===== config.mk =====
export PLATFORM = sky130hd
export DESIGN_NAME = sdinit_top
export DESIGN_NICKNAME = d
export VERILOG_FILES = /design/src/hdl/sdinit_pkg.sv /design/src/hdl/sdinit_refresh_timer.sv /design/src/hdl/sdinit_top.sv
export SDC_FILE = /design/constraint.sdc
export NUM_CORES = 1
export LEC_CHECK = 0
export ABC_CLOCK_PERIOD_IN_PS = 3200
export BUFFER_PORTS_ARGS = -buffer_cell sky130_fd_sc_hd__buf_2
export CORE_ASPECT_RATIO = 2
export CORE_MARGIN = 4
export CORE_UTILIZATION = 45
export CTS_BUF_LIST = sky130_fd_sc_hd__clkbuf_2
export DETAILED_ROUTE_END_ITERATION = 12
export GPL_ROUTABILITY_DRIVEN = 0
export PLACE_DENSITY = 0.61
export SYNTH_ARGS = -nofsm -noshare
export SYNTH_HDL_FRONTEND = slang
export SYNTH_SLANG_ARGS = --single-unit

===== constraint.sdc =====
create_clock -name hclk -period 3.2 [get_ports hclk]
set_input_delay 0.32 -clock hclk [delete_from_list [all_inputs] [get_ports hclk]]
set_output_delay 0.32 -clock hclk [all_outputs]
set_load 0.05 [all_outputs]

===== src/hdl/sdinit_pkg.sv =====
// Constants, offsets and types shared by the memory init sequencer files
package sdinit_pkg;

    // Register region selected by haddr[31:28]
    localparam logic [3:0] SDINIT_REG_REGION = 4'h8;
    // Register byte offsets within the region
    localparam logic [7:0] SDINIT_OFF_GLOBAL = 8'h00;
    localparam logic [7:0] SDINIT_OFF_REFRESH = 8'h04;
    localparam logic [7:0] SDINIT_OFF_STATUS = 8'h08;
    localparam logic [3:0] SDINIT_OFF_DOMAIN_HI = 4'h1;
    // Global control bit positions
    localparam int SDINIT_GLB_INIT_BIT = 0;
    localparam int SDINIT_GLB_MODE_LOAD_ACCESS_BIT = 1;
    localparam int SDINIT_GLB_COMMAND_REG_LOAD_BIT = 2;
    // Domain config fields
    localparam int SDINIT_DCFG_WIDTH_BIT = 2;
    localparam int SDINIT_DCFG_CAS_LSB = 4;
    // Status bit positions
    localparam int SDINIT_STAT_ARMED_BIT = 0;
    localparam int SDINIT_STAT_PRECH_BIT = 1;
    localparam int SDINIT_STAT_REFRESH_BIT = 2;
    // Values after reset
    localparam logic [31:0] SDINIT_GLB_RESET = 32'h0000_0000;
    localparam logic [15:0] SDINIT_REFRESH_RESET = 16'h0000;
    localparam logic [31:0] SDINIT_DCFG_RESET = 32'h0000_0000;
    // Memory domain nibbles of haddr[31:28]
    localparam logic [3:0] SDINIT_DOM_FIRST = 4'hc;
    localparam logic [3:0] SDINIT_DOM_BOOT = 4'h0;
    localparam logic [1:0] SDINIT_DOM_BOOT_CS = 2'h3;
    // Refresh count: interval in cycles is count minus one
    localparam logic [15:0] SDINIT_REFCNT_MIN = 16'h0002;
    // Precharge-all flag on the address pins
    localparam int SDINIT_AP_BIT = 10;
    // Shortest and longest CAS latency the controller handles
    localparam logic [1:0] SDINIT_CAS_MIN = 2'h2;
    localparam logic [1:0] SDINIT_CAS_MAX = 2'h3;

    // Command placed on the memory bus each cycle
    typedef enum logic [2:0] {
        SDINIT_CMD_DESELECT,
        SDINIT_CMD_NOP,
        SDINIT_CMD_PRECHARGE_ALL,
        SDINIT_CMD_AUTO_REFRESH,
        SDINIT_CMD_MODE_LOAD,
        SDINIT_CMD_READ,
        SDINIT_CMD_WRITE
    } sdinit_cmd_t;

    // Operating setting decoded from global control
    typedef enum logic [2:0] {
        SDINIT_OP_NORMAL,
        SDINIT_OP_MODE_ACCESS,
        SDINIT_OP_NOP_STREAM,
        SDINIT_OP_PRECHARGE,
        SDINIT_OP_OTHER
    } sdinit_op_t;

    // Bus transfer sequencer states
    typedef enum logic [1:0] {
        SDINIT_ST_IDLE,
        SDINIT_ST_ACCESS,
        SDINIT_ST_CAS,
        SDINIT_ST_DONE
    } sdinit_state_t;

endpackage


===== src/hdl/sdinit_refresh_timer.sv =====
// Auto-refresh interval timer of the memory init sequencer
`timescale 1ns/1ps
module sdinit_refresh_timer
    import sdinit_pkg::*;
(
    input wire logic hclk,
    input wire logic hresetn,
    input wire logic ce,
    input wire logic enable,
    input wire logic [15:0] refcnt,
    output logic tick
);
    // Whole timer state
    typedef struct packed {
        logic run;
        logic [15:0] count;
    } sdinit_tmr_state_t;

    sdinit_tmr_state_t q, d;

    // Tick when the down counter expires
    assign tick = enable && q.run && (q.count == 16'h0000);

    // Reload with count minus two, so period is count minus one cycles
    always_comb
    begin
        d = q;
        if (!enable)
        begin
            // Stopped: restart cleanly when enabled again
            d.run = 1'b0;
            d.count = 16'h0000;
        end
        else if (!q.run || (q.count == 16'h0000))
        begin
            d.run = 1'b1;
            d.count = refcnt - SDINIT_REFCNT_MIN;
        end
        else
        begin
            d.count = q.count - 16'h0001;
        end
    end

    // State register, frozen while ce is low
    always_ff @(posedge hclk or negedge hresetn)
    begin
        if (!hresetn)
        begin
            q <= '0;
        end
        else if (ce)
        begin
            q <= d;
        end
    end
endmodule


===== src/hdl/sdinit_top.sv =====
// Memory init sequencer: AHB-Lite slave, domain decode and command issue
//
// Chosen here: the AHB-Lite interface to the registers and the placing of the registers.
`timescale 1ns/1ps
// Overview of operation
// Width bit one means 16-bit bus
// Software waits 100 us after power-on
// Software sets width before mode reads
// Mode access turns reads into mode loads
// First mode read uses address 0x2/0x3
// Init with mode access streams NOPs
// Software holds NOP stream 200 us
// Init alone issues one precharge-all
// Count 0xB refreshes every 10 cycles
// Software waits 80 cycles for refreshes
// Software then writes normal refresh count
// Software reads each domain for mode
// Software copies mode values into configs
// All three bits clear means normal operation
// Address 31:28 selects chip select domain
// Loaded CAS latency must be 2 or 3
// Mode read completes, data is don't-care
// Refresh keeps running after precharge
module sdinit_top
    import sdinit_pkg::*;
(
    input wire logic hclk,
    input wire logic hresetn,
    input wire logic ce,
    input wire logic hsel,
    input wire logic [31:0] haddr,
    input wire logic [1:0] htrans,
    input wire logic hwrite,
    input wire logic [2:0] hsize,
    input wire logic [31:0] hwdata,
    input wire logic hready,
    output logic hreadyout,
    output logic hresp,
    output logic [31:0] hrdata,
    output sdinit_cmd_t mem_cmd,
    output logic [15:0] mem_addr,
    output logic [3:0] domain_chip_select_n,
    output logic [31:0] mem_wdata,
    output logic mem_wdata_oe,
    input wire logic [31:0] mem_rdata
);
    // Whole block state
    typedef struct packed {
        sdinit_state_t state;     // Transfer sequencer
        logic [31:0] addr;        // Captured address
        logic write;              // Captured direction
        logic is_reg;             // Register region hit
        logic is_mem;             // Memory domain hit
        logic [1:0] dom;          // Selected chip select
        logic [31:0] glb;         // Global memory control
        logic [15:0] refcnt;      // Refresh timer control
        logic [3:0][31:0] dcfg;   // Domain device configs
        logic prech_pend;         // Precharge-all waiting
        logic refresh_pend;       // Auto-refresh waiting
        logic armed;              // Precharge done, refresh allowed
        logic [1:0] cas_cnt;      // Read latency counter
        logic [31:0] rdata;       // Read data to bus
        sdinit_cmd_t cmd;         // Memory command
        logic [15:0] ad;          // Memory address pins
        logic [3:0] cs_n;         // Chip selects
        logic [31:0] wdata;       // Memory write data
        logic wdata_oe;           // Memory data drive
    } sdinit_top_state_t;

    sdinit_top_state_t q, d;
    sdinit_op_t op;               // Current operating setting
    logic refresh_tick;           // Interval expired
    logic refresh_en;             // Timer running

    // Decode of the three global control bits
    always_comb
    begin
        op = SDINIT_OP_OTHER;
        if (q.glb[SDINIT_GLB_COMMAND_REG_LOAD_BIT])
        begin
            op = SDINIT_OP_OTHER;
        end
        else if (!q.glb[SDINIT_GLB_INIT_BIT] && !q.glb[SDINIT_GLB_MODE_LOAD_ACCESS_BIT])
        begin
            op = SDINIT_OP_NORMAL;
        end
        else if (!q.glb[SDINIT_GLB_INIT_BIT])
        begin
            op = SDINIT_OP_MODE_ACCESS;
        end
        else if (q.glb[SDINIT_GLB_MODE_LOAD_ACCESS_BIT])
        begin
            op = SDINIT_OP_NOP_STREAM;
        end
        else
        begin
            op = SDINIT_OP_PRECHARGE;
        end
    end

    // Refresh runs in every setting once precharge has gone out
    assign refresh_en = q.armed && (q.refcnt >= SDINIT_REFCNT_MIN);

    sdinit_refresh_timer u_refresh_timer (
        .hclk(hclk),
        .hresetn(hresetn),
        .ce(ce),
        .enable(refresh_en),
        .refcnt(q.refcnt),
        .tick(refresh_tick)
    );

    // Bus outputs
    assign hreadyout = (q.state == SDINIT_ST_IDLE) || (q.state == SDINIT_ST_DONE);
    assign hresp = 1'b0;
    assign hrdata = q.rdata;
    assign mem_cmd = q.cmd;
    assign mem_addr = q.ad;
    assign domain_chip_select_n = q.cs_n;
    assign mem_wdata = q.wdata;
    assign mem_wdata_oe = q.wdata_oe;

    // Next state of the whole block
    always_comb
    begin
        logic busy;
        logic w16;
        logic [3:0] nib;
        logic [7:0] off;
        logic [1:0] cas;
        busy = 1'b0;
        w16 = q.dcfg[q.dom][SDINIT_DCFG_WIDTH_BIT];
        nib = haddr[31:28];
        off = q.addr[7:0];
        cas = q.dcfg[q.dom][SDINIT_DCFG_CAS_LSB +: 2];
        d = q;
        // Bus idles deselected unless something drives it
        d.cmd = SDINIT_CMD_DESELECT;
        d.cs_n = 4'hf;
        d.ad = 16'h0000;
        d.wdata_oe = 1'b0;
        if (op == SDINIT_OP_NOP_STREAM)
        begin
            // Continuous NOP to every domain
            d.cmd = SDINIT_CMD_NOP;
            d.cs_n = 4'h0;
        end
        // Housekeeping commands take the bus first
        if (q.prech_pend)
        begin
            d.cmd = SDINIT_CMD_PRECHARGE_ALL;
            d.cs_n = 4'h0;
            d.ad[SDINIT_AP_BIT] = 1'b1;
            d.prech_pend = 1'b0;
            d.armed = 1'b1;
            busy = 1'b1;
        end
        else if (q.refresh_pend)
        begin
            d.cmd = SDINIT_CMD_AUTO_REFRESH;
            d.cs_n = 4'h0;
            d.refresh_pend = 1'b0;
            busy = 1'b1;
        end
        case (q.state)
            SDINIT_ST_CAS:
            begin
                // Wait out CAS latency, then take the data
                if (q.cas_cnt == 2'h0)
                begin
                    d.rdata = mem_rdata;
                    d.state = SDINIT_ST_DONE;
                end
                else
                begin
                    d.cas_cnt = q.cas_cnt - 2'h1;
                end
            end
            SDINIT_ST_ACCESS:
            begin
                if (q.is_reg)
                begin
                    d.rdata = 32'h0000_0000;
                    d.state = SDINIT_ST_DONE;
                    if (q.write)
                    begin
                        // Register writes, address decode
                        if (off == SDINIT_OFF_GLOBAL)
                        begin
                            d.glb = hwdata;
                            if (hwdata[SDINIT_GLB_INIT_BIT] &&
                                !hwdata[SDINIT_GLB_MODE_LOAD_ACCESS_BIT] &&
                                !hwdata[SDINIT_GLB_COMMAND_REG_LOAD_BIT])
                            begin
                                d.prech_pend = 1'b1;
                            end
                        end
                        else if (off == SDINIT_OFF_REFRESH)
                        begin
                            d.refcnt = hwdata[15:0];
                        end
                        else if (off[7:4] == SDINIT_OFF_DOMAIN_HI)
                        begin
                            d.dcfg[off[3:2]] = hwdata;
                        end
                    end
                    else
                    begin
                        // Register reads; unmapped reads as zero
                        if (off == SDINIT_OFF_GLOBAL)
                        begin
                            d.rdata = q.glb;
                        end
                        else if (off == SDINIT_OFF_REFRESH)
                        begin
                            d.rdata = {16'h0000, q.refcnt};
                        end
                        else if (off == SDINIT_OFF_STATUS)
                        begin
                            d.rdata[SDINIT_STAT_ARMED_BIT] = q.armed;
                            d.rdata[SDINIT_STAT_PRECH_BIT] = q.prech_pend;
                            d.rdata[SDINIT_STAT_REFRESH_BIT] = q.refresh_pend;
                        end
                        else if (off[7:4] == SDINIT_OFF_DOMAIN_HI)
                        begin
                            d.rdata = q.dcfg[off[3:2]];
                        end
                    end
                end
                else if (q.is_mem && (op == SDINIT_OP_MODE_ACCESS) && !q.write)
                begin
                    // Read address becomes the mode value
                    if (!busy)
                    begin
                        d.cmd = SDINIT_CMD_MODE_LOAD;
                        d.cs_n = ~(4'h1 << q.dom);
                        d.ad[12:0] = w16 ? q.addr[21:9] : q.addr[22:10];
                        d.rdata = 32'h0000_0000;
                        d.state = SDINIT_ST_DONE;
                    end
                end
                else if (q.is_mem && (op == SDINIT_OP_NORMAL))
                begin
                    // Plain column access in normal operation
                    if (!busy)
                    begin
                        d.cs_n = ~(4'h1 << q.dom);
                        d.ad = w16 ? q.addr[16:1] : q.addr[17:2];
                        if (q.write)
                        begin
                            d.cmd = SDINIT_CMD_WRITE;
                            d.wdata = hwdata;
                            d.wdata_oe = 1'b1;
                            d.state = SDINIT_ST_DONE;
                        end
                        else
                        begin
                            d.cmd = SDINIT_CMD_READ;
                            // Latencies other than 2 or 3 treated as 3
                            d.cas_cnt = (cas == SDINIT_CAS_MIN) ? SDINIT_CAS_MIN
                                                                 : SDINIT_CAS_MAX;
                            d.state = SDINIT_ST_CAS;
                        end
                    end
                end
                else
                begin
                    // Unmapped, or memory access not allowed now
                    d.rdata = 32'h0000_0000;
                    d.state = SDINIT_ST_DONE;
                end
            end
            default:
            begin
                d.state = SDINIT_ST_IDLE;
            end
        endcase
        // New address phase taken when hready is high
        if (((q.state == SDINIT_ST_IDLE) || (q.state == SDINIT_ST_DONE)) &&
            hsel && htrans[1] && hready)
        begin
            d.state = SDINIT_ST_ACCESS;
            d.addr = haddr;
            d.write = hwrite;
            d.is_reg = (nib == SDINIT_REG_REGION);
            d.is_mem = (nib >= SDINIT_DOM_FIRST) || (nib == SDINIT_DOM_BOOT);
            d.dom = (nib == SDINIT_DOM_BOOT) ? SDINIT_DOM_BOOT_CS : nib[1:0];
        end
        // A new interval tick wins over the clear
        if (refresh_tick)
        begin
            d.refresh_pend = 1'b1;
        end
    end

    // State register, frozen while ce is low
    always_ff @(posedge hclk or negedge hresetn)
    begin
        if (!hresetn)
        begin
            q <= '0;
            q.glb <= SDINIT_GLB_RESET;
            q.refcnt <= SDINIT_REFRESH_RESET;
            q.dcfg <= {4{SDINIT_DCFG_RESET}};
            q.cs_n <= 4'hf;
        end
        else if (ce)
        begin
            q <= d;
        end
    end
endmodule

Word-level counts from Yosys, hierarchy flattened
Cells that the tools add are included.

Flip-flop bits (word level): 325. Input bits: 107. Output and inout port bits: 90. Logic and storage cells: 174.

Add/subtract/negate cells: 3. Magnitude comparators: 5. Equal/unequal tests: 24. Shift operators: 1. Mux-type cells: 71. Bitwise logic cells: 6. Reduce and logical (&&, ||, !) cells: 40.

Operators by type and width (number): 2-to-1 mux 32 bit (9); 2-to-1 mux 56 bit (4); binary-select mux 32 bit (select 2 bit) (2); bitwise mux 128 bit (1); 2-to-1 mux 35 bit (2); case mux 34 bit (2 select lines) (1); 2-to-1 mux 33 bit (2); demux 32 bit (select 2 bit) (1); 2-to-1 mux 17 bit (3); 2-to-1 mux 39 bit (1); 2-to-1 mux 16 bit (2); 2-to-1 mux 2 bit (16); 2-to-1 mux 29 bit (1); >= comparator 16 x 2 -> 1 bit (second input constant) (1); logical NOT 16 bit (1); inequality test 2 bit (second input constant) (8); subtractor 16 x 1 -> 16 bit (second input constant) (1); subtractor 16 x 2 -> 16 bit (second input constant) (1); 2-to-1 mux 1 bit (15); 2-to-1 mux 3 bit (5); AND reduction 7 bit (2); logical AND 1 bit (13); 2-to-1 mux 13 bit (1); 2-to-1 mux 4 bit (3); other kinds (33) (54).

Depth between registers and ports, before layout
Gate-level depths: netlist (run 1).

Depth after elaboration: 13. Gate-level depth with buffers: 9. Mapped depth without buffers: 7.

Hierarchy
A second synthesis (run 1) with hierarchy kept.

Cell total of the unflattened synthesis: 1201. Area total of the unflattened synthesis: 15503.6 µm².

Modules (own cells, without submodules): sdinit_top (times used 1, cells an instance 1042, area each 14191.1 µm², seq. area each 7487.2 µm²); sdinit_refresh_timer (times used 1, cells an instance 159, area each 1312.5 µm², seq. area each 425.4 µm²).

Worst setup path after synthesis (run 1)
No wires, ideal clock.

Kind: register -> register. Start point: reg u_refresh_timer.q[0] (netlist bit). End point: reg u_refresh_timer.q[8] (netlist bit). Setup time: 122 ps. Arrival time: 2172 ps. Data required time: 3078 ps. Setup slack: 906 ps. Stages on the path, launching flop included: 8. Path buffers: 1. Clock period less this slack: 2294 ps. Path through: dfrtp_1 inv_1 ha_1 or4b_4 o41ai_4 buf_6 nand2_1 a32o_1.

Cells in the longest elaborated chain, start to end: 4. Elaborated cells on any way between the ends: 5. Classes of those cells: 1 x add/sub; 2 x mux; 2 x reduce/logical.

Ends and longest elaborated chain: from (decl) (line sdinit_refresh_timer.sv:19) `sdinit_tmr_state_t q, d;`; from (signal assigned) (line sdinit_refresh_timer.sv:50) `q <= '0;`; from (signal assigned) (line sdinit_refresh_timer.sv:54) `q <= d;`; branches (longest 2 deep; another with subtractor 16 x 1 -> 16 bit); 2-to-1 mux 16 bit (*) (line sdinit_refresh_timer.sv:34) `else if (!q.run || (q.count == 16'h0000))`; 2-to-1 mux 17 bit (*) (line sdinit_refresh_timer.sv:28) `if (!enable)`.

Every way passes the cells marked *. A chain may end at the register's enable or synchronous reset.

Worst setup path in the final report (run 1)
Start point: reg q[306] (netlist bit). End point: reg q[269] (netlist bit).

Cells in the longest elaborated chain, start to end: 6. Elaborated cells on any way between the ends: 7. Classes of those cells: 1 x eq/ne; 6 x reduce/logical.

Ends and longest elaborated chain: from (decl) (line sdinit_top.sv:70) `sdinit_top_state_t q, d;`; equality test 2 bit / logical NOT 2 bit (equally long branches) (line sdinit_top.sv:279) `if (((q.state == SDINIT_ST_IDLE) || (q.state == SDINIT_ST_DONE)) &&`; logical OR 1 bit (*) (line sdinit_top.sv:279); logical AND 1 bit (*) (line sdinit_top.sv:279); logical AND 1 bit (*) (2 in a row) (line sdinit_top.sv:280) `hsel && htrans[1] && hready)`; AND reduction 2 bit (no line) (*).

Mark *: on every way between the ends. The rest lies on a longest branch, timed or not.

==> impl_metrics.yaml, run 1 <==
run_status:
  status: "finished, final reports clean"
yosys:
  synthCells: 1230
  synth_nets: 1342
  synth_edf_count: 0
  synth_warnings: 0
  synth_common_cells: "312 x dfrtp_1, 231 x mux2_2, 89 x buf_4"
  synthMuxAreaShare_pct: 23.5
  synth_compound_area_share_pct: 10.1
  synth_xor_area_share_pct: 0.680
  synth_cell_types: 74
  synthSimpleGateAreaFrac_pct: 6.71
  synthArstFlopShare_pct: 100
  synth_fa_ha_area_share_pct: 0.405
  synth_top_family_by_area: "multiplexers"
  ys_ff_latch: 316
  synth_most_common_cell: "dfrtp_1"
  yosys.area.top_type_share_pct: 50.5
  synth_top_area_cell: "dfrtp_1"
  ys.flop_type: "dfrtp_1"
  postSynthAreaPerCell_um2: 12.6
  yosysSeqAreaShare_pct: 51.2
  synth_area_leaders: "dfrtp_1 50%, mux2_2 17%, mux4_2 4.8%"
  synth_area_um2: 15500
clock_tree:
  clk_latency_ns: 0.96
  clk_path_buf_depth: 3
  clock-root-buffer: "clkbuf_2"
  ctsResizeCount: 0
  cts_sinks: 316
  cts_htree_levels: 3
  cts_tree: "yes"
  path_clk_slew_ns: 0.11
  numCtsBuffers: 75
setup_path:
  worstPathArrival_ns: 3.84
  rrSetupSlack_ns: 0.19
  rr_worst_depth: 9
  end_kind: "register"
  reg2reg_to: "q[269]$_DFFE_PN0P_"
  cp.required_ns: 4.03
  critPathKind: "register to register"
  r2r-start: "q[306]$_DFFE_PN0P_"
  path_max_fanout: 34
  cp-start-kind: "register"
layout:
  syn2layout_area_growth_pct: 17.8
  drive_above_1_share_pct: 41.3
  nNetsFinal: 1589
  final_area_um2: 18200
route:
  wl_per_cell_um: 20.5
  drt_iter0_drc: 531
  firstDrtPassIters: 5
  routed_wl_um: 40300
  via_per_inst: 5.51
  drc_errors: 0
  ant_nets: 0
  via_count: 10852
grt:
  use_met2_pct: 38.8
  antenna_found_initial: 2
  grtUsageMet3_pct: 4.36
  overflow: 0
  grt_pass1_vias: 11942
  grt_first_pass_wirelength_um: 64300
  grtUsageMet1_pct: 24.2
  top_usage_layer: "met2"
  grt_max_degree: 86
  grt_usage_pct: 21.4
run:
  max-cap-violations: 0
power_and_ir_drop:
  power_density_nw_per_um2: 693
  p_clk_share_pct: 20.8
  p_seq_share_pct: 40.7
  switching_share_pct: 42.2
  vdd_ir_drop_max_mv: 0.690
  p_comb_share_pct: 38.5
  p_leak_nw: 8.79
  intPower_mw: 7.31
  switching_power_mw: 5.33
die:
  io_pins: 197
  dieArea_um2: 37600
  start_util_pct: 45.8
  die_w_um: 139
  die_h_um: 270
  core-area_um2: 33800
  core.rowCount: 95
sta:
  min_period_ns: 3.01
  finalSetupTns_ns: 0
  skew_ns: 0.101
  min_period_over_period_pct: 94.0
  fmax_ghz: 0.332
  rsz0062_at_grt: "no"
  slew_viol_final: 0
  setup_viol: 0
  worst_slew_pin_slew_ns: 0.806
  max_slew_margin_pct: 46.3
  hold_viol: 0
place:
  post_dp_cell_area_um2: 16300
  dp_hpwl_um: 25900
  port_buffers: 186
min_path:
  hold_start: "haddr[14]"
  min_to: "q[288]$_DFFE_PN0P_"
  hp-class: "input pin to register"
  min_delay_path_depth: 3
==> cell usage in the layout, fill, tap and decap left out, drive strengths merged, types with 4 or more instances in the layout <==
cell type	count
dfrtp	312
mux2	233
buf	218
dlygate4sd3	121
clkbuf	107
nand2	44
inv	41
mux4	33
a22oi	32
o221ai	29
nor2	29
o21a	28
mux2i	26
nand3	24
o21ai	23
a21oi	23
nand2b	20
nand4	19
nor3	18
clkinv	17
o211a	13
nor4	13
o2bb2ai	10
xnor2	10
a31oi	6
or3	6
ha	5
nor2b	4
o221a	4
dfstp	4
a211o	4
==> cell families (layout without fill, tap and decap cells) <==
family	count (synthesis)	after routing
buf+inv	207	507
compound gates	202	202
mux	292	292
fa+ha+maj	5	5
xor+xnor	12	12
flops	316	316
simple gates	195	195
other cells	1	3
==> metal layers <==
metal	up-vias	routed length, um
met1	5455	15400
met3	97	1890
met2	302	21700
li1	4998	-
met5	-	0
met4	0	1430
==> worst max-delay path: stages, from the launching register on <==
cell	delay (ns)
dfrtp_1	0.39
inv_1	0.06
ha_1	0.43
and3_1	0.19
nand3_1	0.07
buf_4	0.28
nor3_1	0.25
dlygate4sd3_1	0.59
a21oi_1	0.05
dlygate4sd3_1	0.58
==> stage by stage <==
stage | setup WS, ns | util (%) | instances | power, mW | hold slack [ns]
after floorplan | 0.906 | - | 1230 | 9.11 | 0.0244
after global placement | 0.599 | 48.3 | 1714 | 9.75 | 0.391
after detailed placement | 0.571 | 48.3 | 1714 | 9.83 | 0.394
after CTS | 0.233 | 53.9 | 1966 | 12.8 | 0.0491
after global routing | 0.0713 | 54.0 | 1968 | 13.4 | 0.0826
final | 0.191 | 54.0 | 1968 | 12.6 | 0.160
==> registers in the layout (all words and copies together), names as in the netlist <==
name	cells
u_refresh_timer.q	17
mem_addr	16
hrdata	32
mem_wdata	32
mem_wdata_oe	1
mem_cmd	3
domain_chip_select_n	4
q	211
==> power groups by stage <==
stage	logic, mW	clock network, mW	registers [mW]
after floorplan	4.11	0	5.00
after global placement	4.56	0	5.19
after detailed placement	4.62	0	5.21
after CTS	4.91	2.75	5.14
after global routing	5.18	2.95	5.23
final	4.86	2.62	5.15
==> what timing repair did <==
| action | 4_1_cts | 5_1_grt |
|---|---|---|
| hold buffers | 122 | 0 |
| setup endpoints to repair | 0 | 0 |
| buffers inserted | 0 | 0 |
| endpoints found under the hold margin | 616 | 0 |
==> layout make-up <==
class,instances,area [um^2]
clock buffer,107,536
clock inverter,23,128
tap,436,546
timing repair buffer,339,2500
antenna,2,5.00
inverter,38,143
fill,2997,15500
sequential,316,7920
multi-input combinational,707,6440
==> how the worst max path moves through the flow <==
stage                                startpoint                          endpoint  slack, ns  depth (start not counted)
2_1_floorplan  u_refresh_timer.q[0]$_DFFE_PN0P_  u_refresh_timer.q[8]$_DFFE_PN0P_       0.91                          7
3_3_place_gp                 q[307]$_DFFE_PN0P_                q[131]$_DFFE_PN0P_       0.60                          6
3_5_place_dp                 q[307]$_DFFE_PN0P_                q[131]$_DFFE_PN0P_       0.57                          6
4_1_cts                      q[306]$_DFFE_PN0P_                q[269]$_DFFE_PN0P_       0.23                          9
5_1_grt                      q[306]$_DFFE_PN0P_                q[269]$_DFFE_PN0P_       0.07                          9
6_report                     q[306]$_DFFE_PN0P_                q[269]$_DFFE_PN0P_       0.19                          9
Power figures use the tool's default switching activity.
==> run 2: changes to the inputs <==
- CORE_ASPECT_RATIO: 2 -> default
- CTS_CLUSTER_SIZE: default -> 8
- RECOVER_POWER: default -> 100
==> impl_metrics.yaml, run 2 (same netlist as run 1, synthesis figures left out) <==
sta:
  min_period_over_period_pct: 94.7
  hold_ws_ns: 0.143
  worst_slew_pin_slew_ns: 1.30
  min_period_ns: 3.03
  hold_viol: 0
  slew_viol_final: 0
  skew_ns: 0.0616
  rsz0062_at_grt: "no"
  max_slew_margin_pct: 13.4
  setup_viol: 0
  fmax_ghz: 0.330
  finalSetupTns_ns: 0
layout:
  multi_input_area_um2: 6410
  final_area_um2: 17900
  drive_above_1_share_pct: 36.2
  largest_reg_flops: 211
  final_cells: 1980
  fillers: 3057
  mostFrequentLayoutCells: "310 x dfrtp_1, 231 x mux2_2, 140 x clkbuf_2"
  layout_commonest_cell: "dfrtp_1"
  top_register: "q"
  regArea_um2: 7920
  nNetsFinal: 1580
  syn2layout_area_growth_pct: 15.7
route:
  ant_nets: 0
  via_per_inst: 5.48
  wl_per_cell_um: 19.7
  firstDrtPassIters: 5
  via_count: 10856
  drc_errors: 0
  drt_iter0_drc: 569
  routed_wl_um: 38900
die:
  start_util_pct: 45.9
  die_h_um: 193
  core-area_um2: 33700
  core.rowCount: 67
  io_pins: 197
  die_w_um: 193
  dieArea_um2: 37400
setup_path:
  path_depth: 8
  cp-start-kind: "register"
  end_kind: "register"
  path_delay_family: "simple AND/OR/NAND/NOR gates"
  cp.required_ns: 3.97
  max_stage_delay_ns: 0.68
  worstPathArrival_ns: 3.80
  critPathKind: "register to register"
  crit_chain: "inv_1, ha_1, nand4_1, clkbuf_1, nor2_1, and3_1, buf_12, mux2_2"
  path_max_fanout: 22
  path_buf_inv: 3
  rr_worst_depth: 8
  cp_slowest_cell: "and3_1"
grt:
  use_met2_pct: 34.1
  grt_first_pass_wirelength_um: 62900
  overflow: 0
  top_usage_layer: "met2"
  grtUsageMet3_pct: 4.31
  grtUsageMet1_pct: 27.6
  grt_pass1_vias: 11393
  antenna_found_initial: 2
  grt_max_degree: 78
  grt_usage_pct: 20.7
place:
  post_dp_cell_area_um2: 16300
  port_buffers: 186
  placedCellCount: 1726
  dp_hpwl_um: 24800
run_status:
  status: "finished, final reports clean"
clock_tree:
  cts_sinks: 316
  cts_setup_buffers: 0
  cts_tree: "yes"
  numCtsBuffers: 84
  cts_htree_levels: 3
  clk_latency_ns: 0.93
  clock-root-buffer: "clkbuf_2"
  clk_path_buf_depth: 3
  path_clk_slew_ns: 0.10
min_path:
  hp-class: "input pin to register"
  min_delay_path_depth: 5
power_and_ir_drop:
  power_density_nw_per_um2: 697
  vdd_ir_drop_max_mv: 0.631
  p_leak_nw: 8.44
  total_power_mw: 12.5
run:
  max-cap-violations: 0
[run 2: changes by cell type in the layout (fill, tap and decap cells not counted), sizes merged]
| cell | change |
|---|---|
| dlygate4sd3 | -18 |
| inv | -2 |
| buf | -105 |
| clkbuf | +129 |
| clkinvlp | -1 |
| clkinv | -3 |
[run 2: power by group]
part | leakage (nW) | internal [mW] | switching [mW]
Combinational | 3.63 | 1.37 | 3.12
Clock | 0.592 | 1.15 | 1.65
Sequential | 4.22 | 4.65 | 0.523
[run 2: worst reg2reg max path: stages, from the launching register on]
cell and delay [ns]:
dfrtp_1 0.41, inv_1 0.07, ha_1 0.46, nand4_1 0.23, clkbuf_1 0.23, nor2_1 0.17
and3_1 0.68, buf_12 0.28, mux2_2 0.36
[run 2: through the flow]
stage	utilization [%]	setup WS, ns
floorplan	-	0.906
global placement	48.5	0.686
detailed placement	48.5	0.665
CTS	53.9	0.260
global route	53.1	0.0542
finish	53.1	0.171
[run 2: final timing paths]
| check | slack (ns) | to | start |
|---|---|---|---|
| worst max-delay path | 0.17 | q[207]$_DFFE_PN0P_ | q[307]$_DFFE_PN0P_ |
| worst min-delay path | 0.14 | q[306]$_DFFE_PN0P_ | hsel |
| worst max register to register | 0.17 | q[207]$_DFFE_PN0P_ | q[307]$_DFFE_PN0P_ |
| worst min register to register | 0.48 | mem_addr[2]$_DFFE_PN0P_ | mem_addr[2]$_DFFE_PN0P_ |
| max in group asynchronous | 0.69 | q[191]$_DFFE_PN0P_ | hresetn |
| min in group asynchronous | 1.22 | u_refresh_timer.q[16]$_DFFE_PN0P_ | hresetn |
[run 2: timing repair]
item                                   CTS  global route
hold buffers                           104             0
resized for setup                        0             0
endpoints found under the hold margin  587             0
setup endpoints to repair                0             0
[run 2: area by class of cell]
cell class                 instances  area share [%]
antenna                            2          0.0280
tap                              448            3.13
inverter                          38           0.798
sequential                       316            44.3
clock buffer                     131            3.67
timing repair buffer             321            11.7
multi-input combinational        707            35.9
clock inverter                    17           0.546
[run 2: metal layers]
| metal | share of wire (%) | wire length [um] | vias to the layer above |
|---|---|---|---|
| li1 | - | - | 4990 |
| met4 | 1.8 | 702 | 0 |
| met2 | 49 | 18900 | 284 |
| met1 | 45 | 17400 | 5529 |
| met5 | 0 | 0 | - |
| met3 | 5.0 | 1960 | 53 |
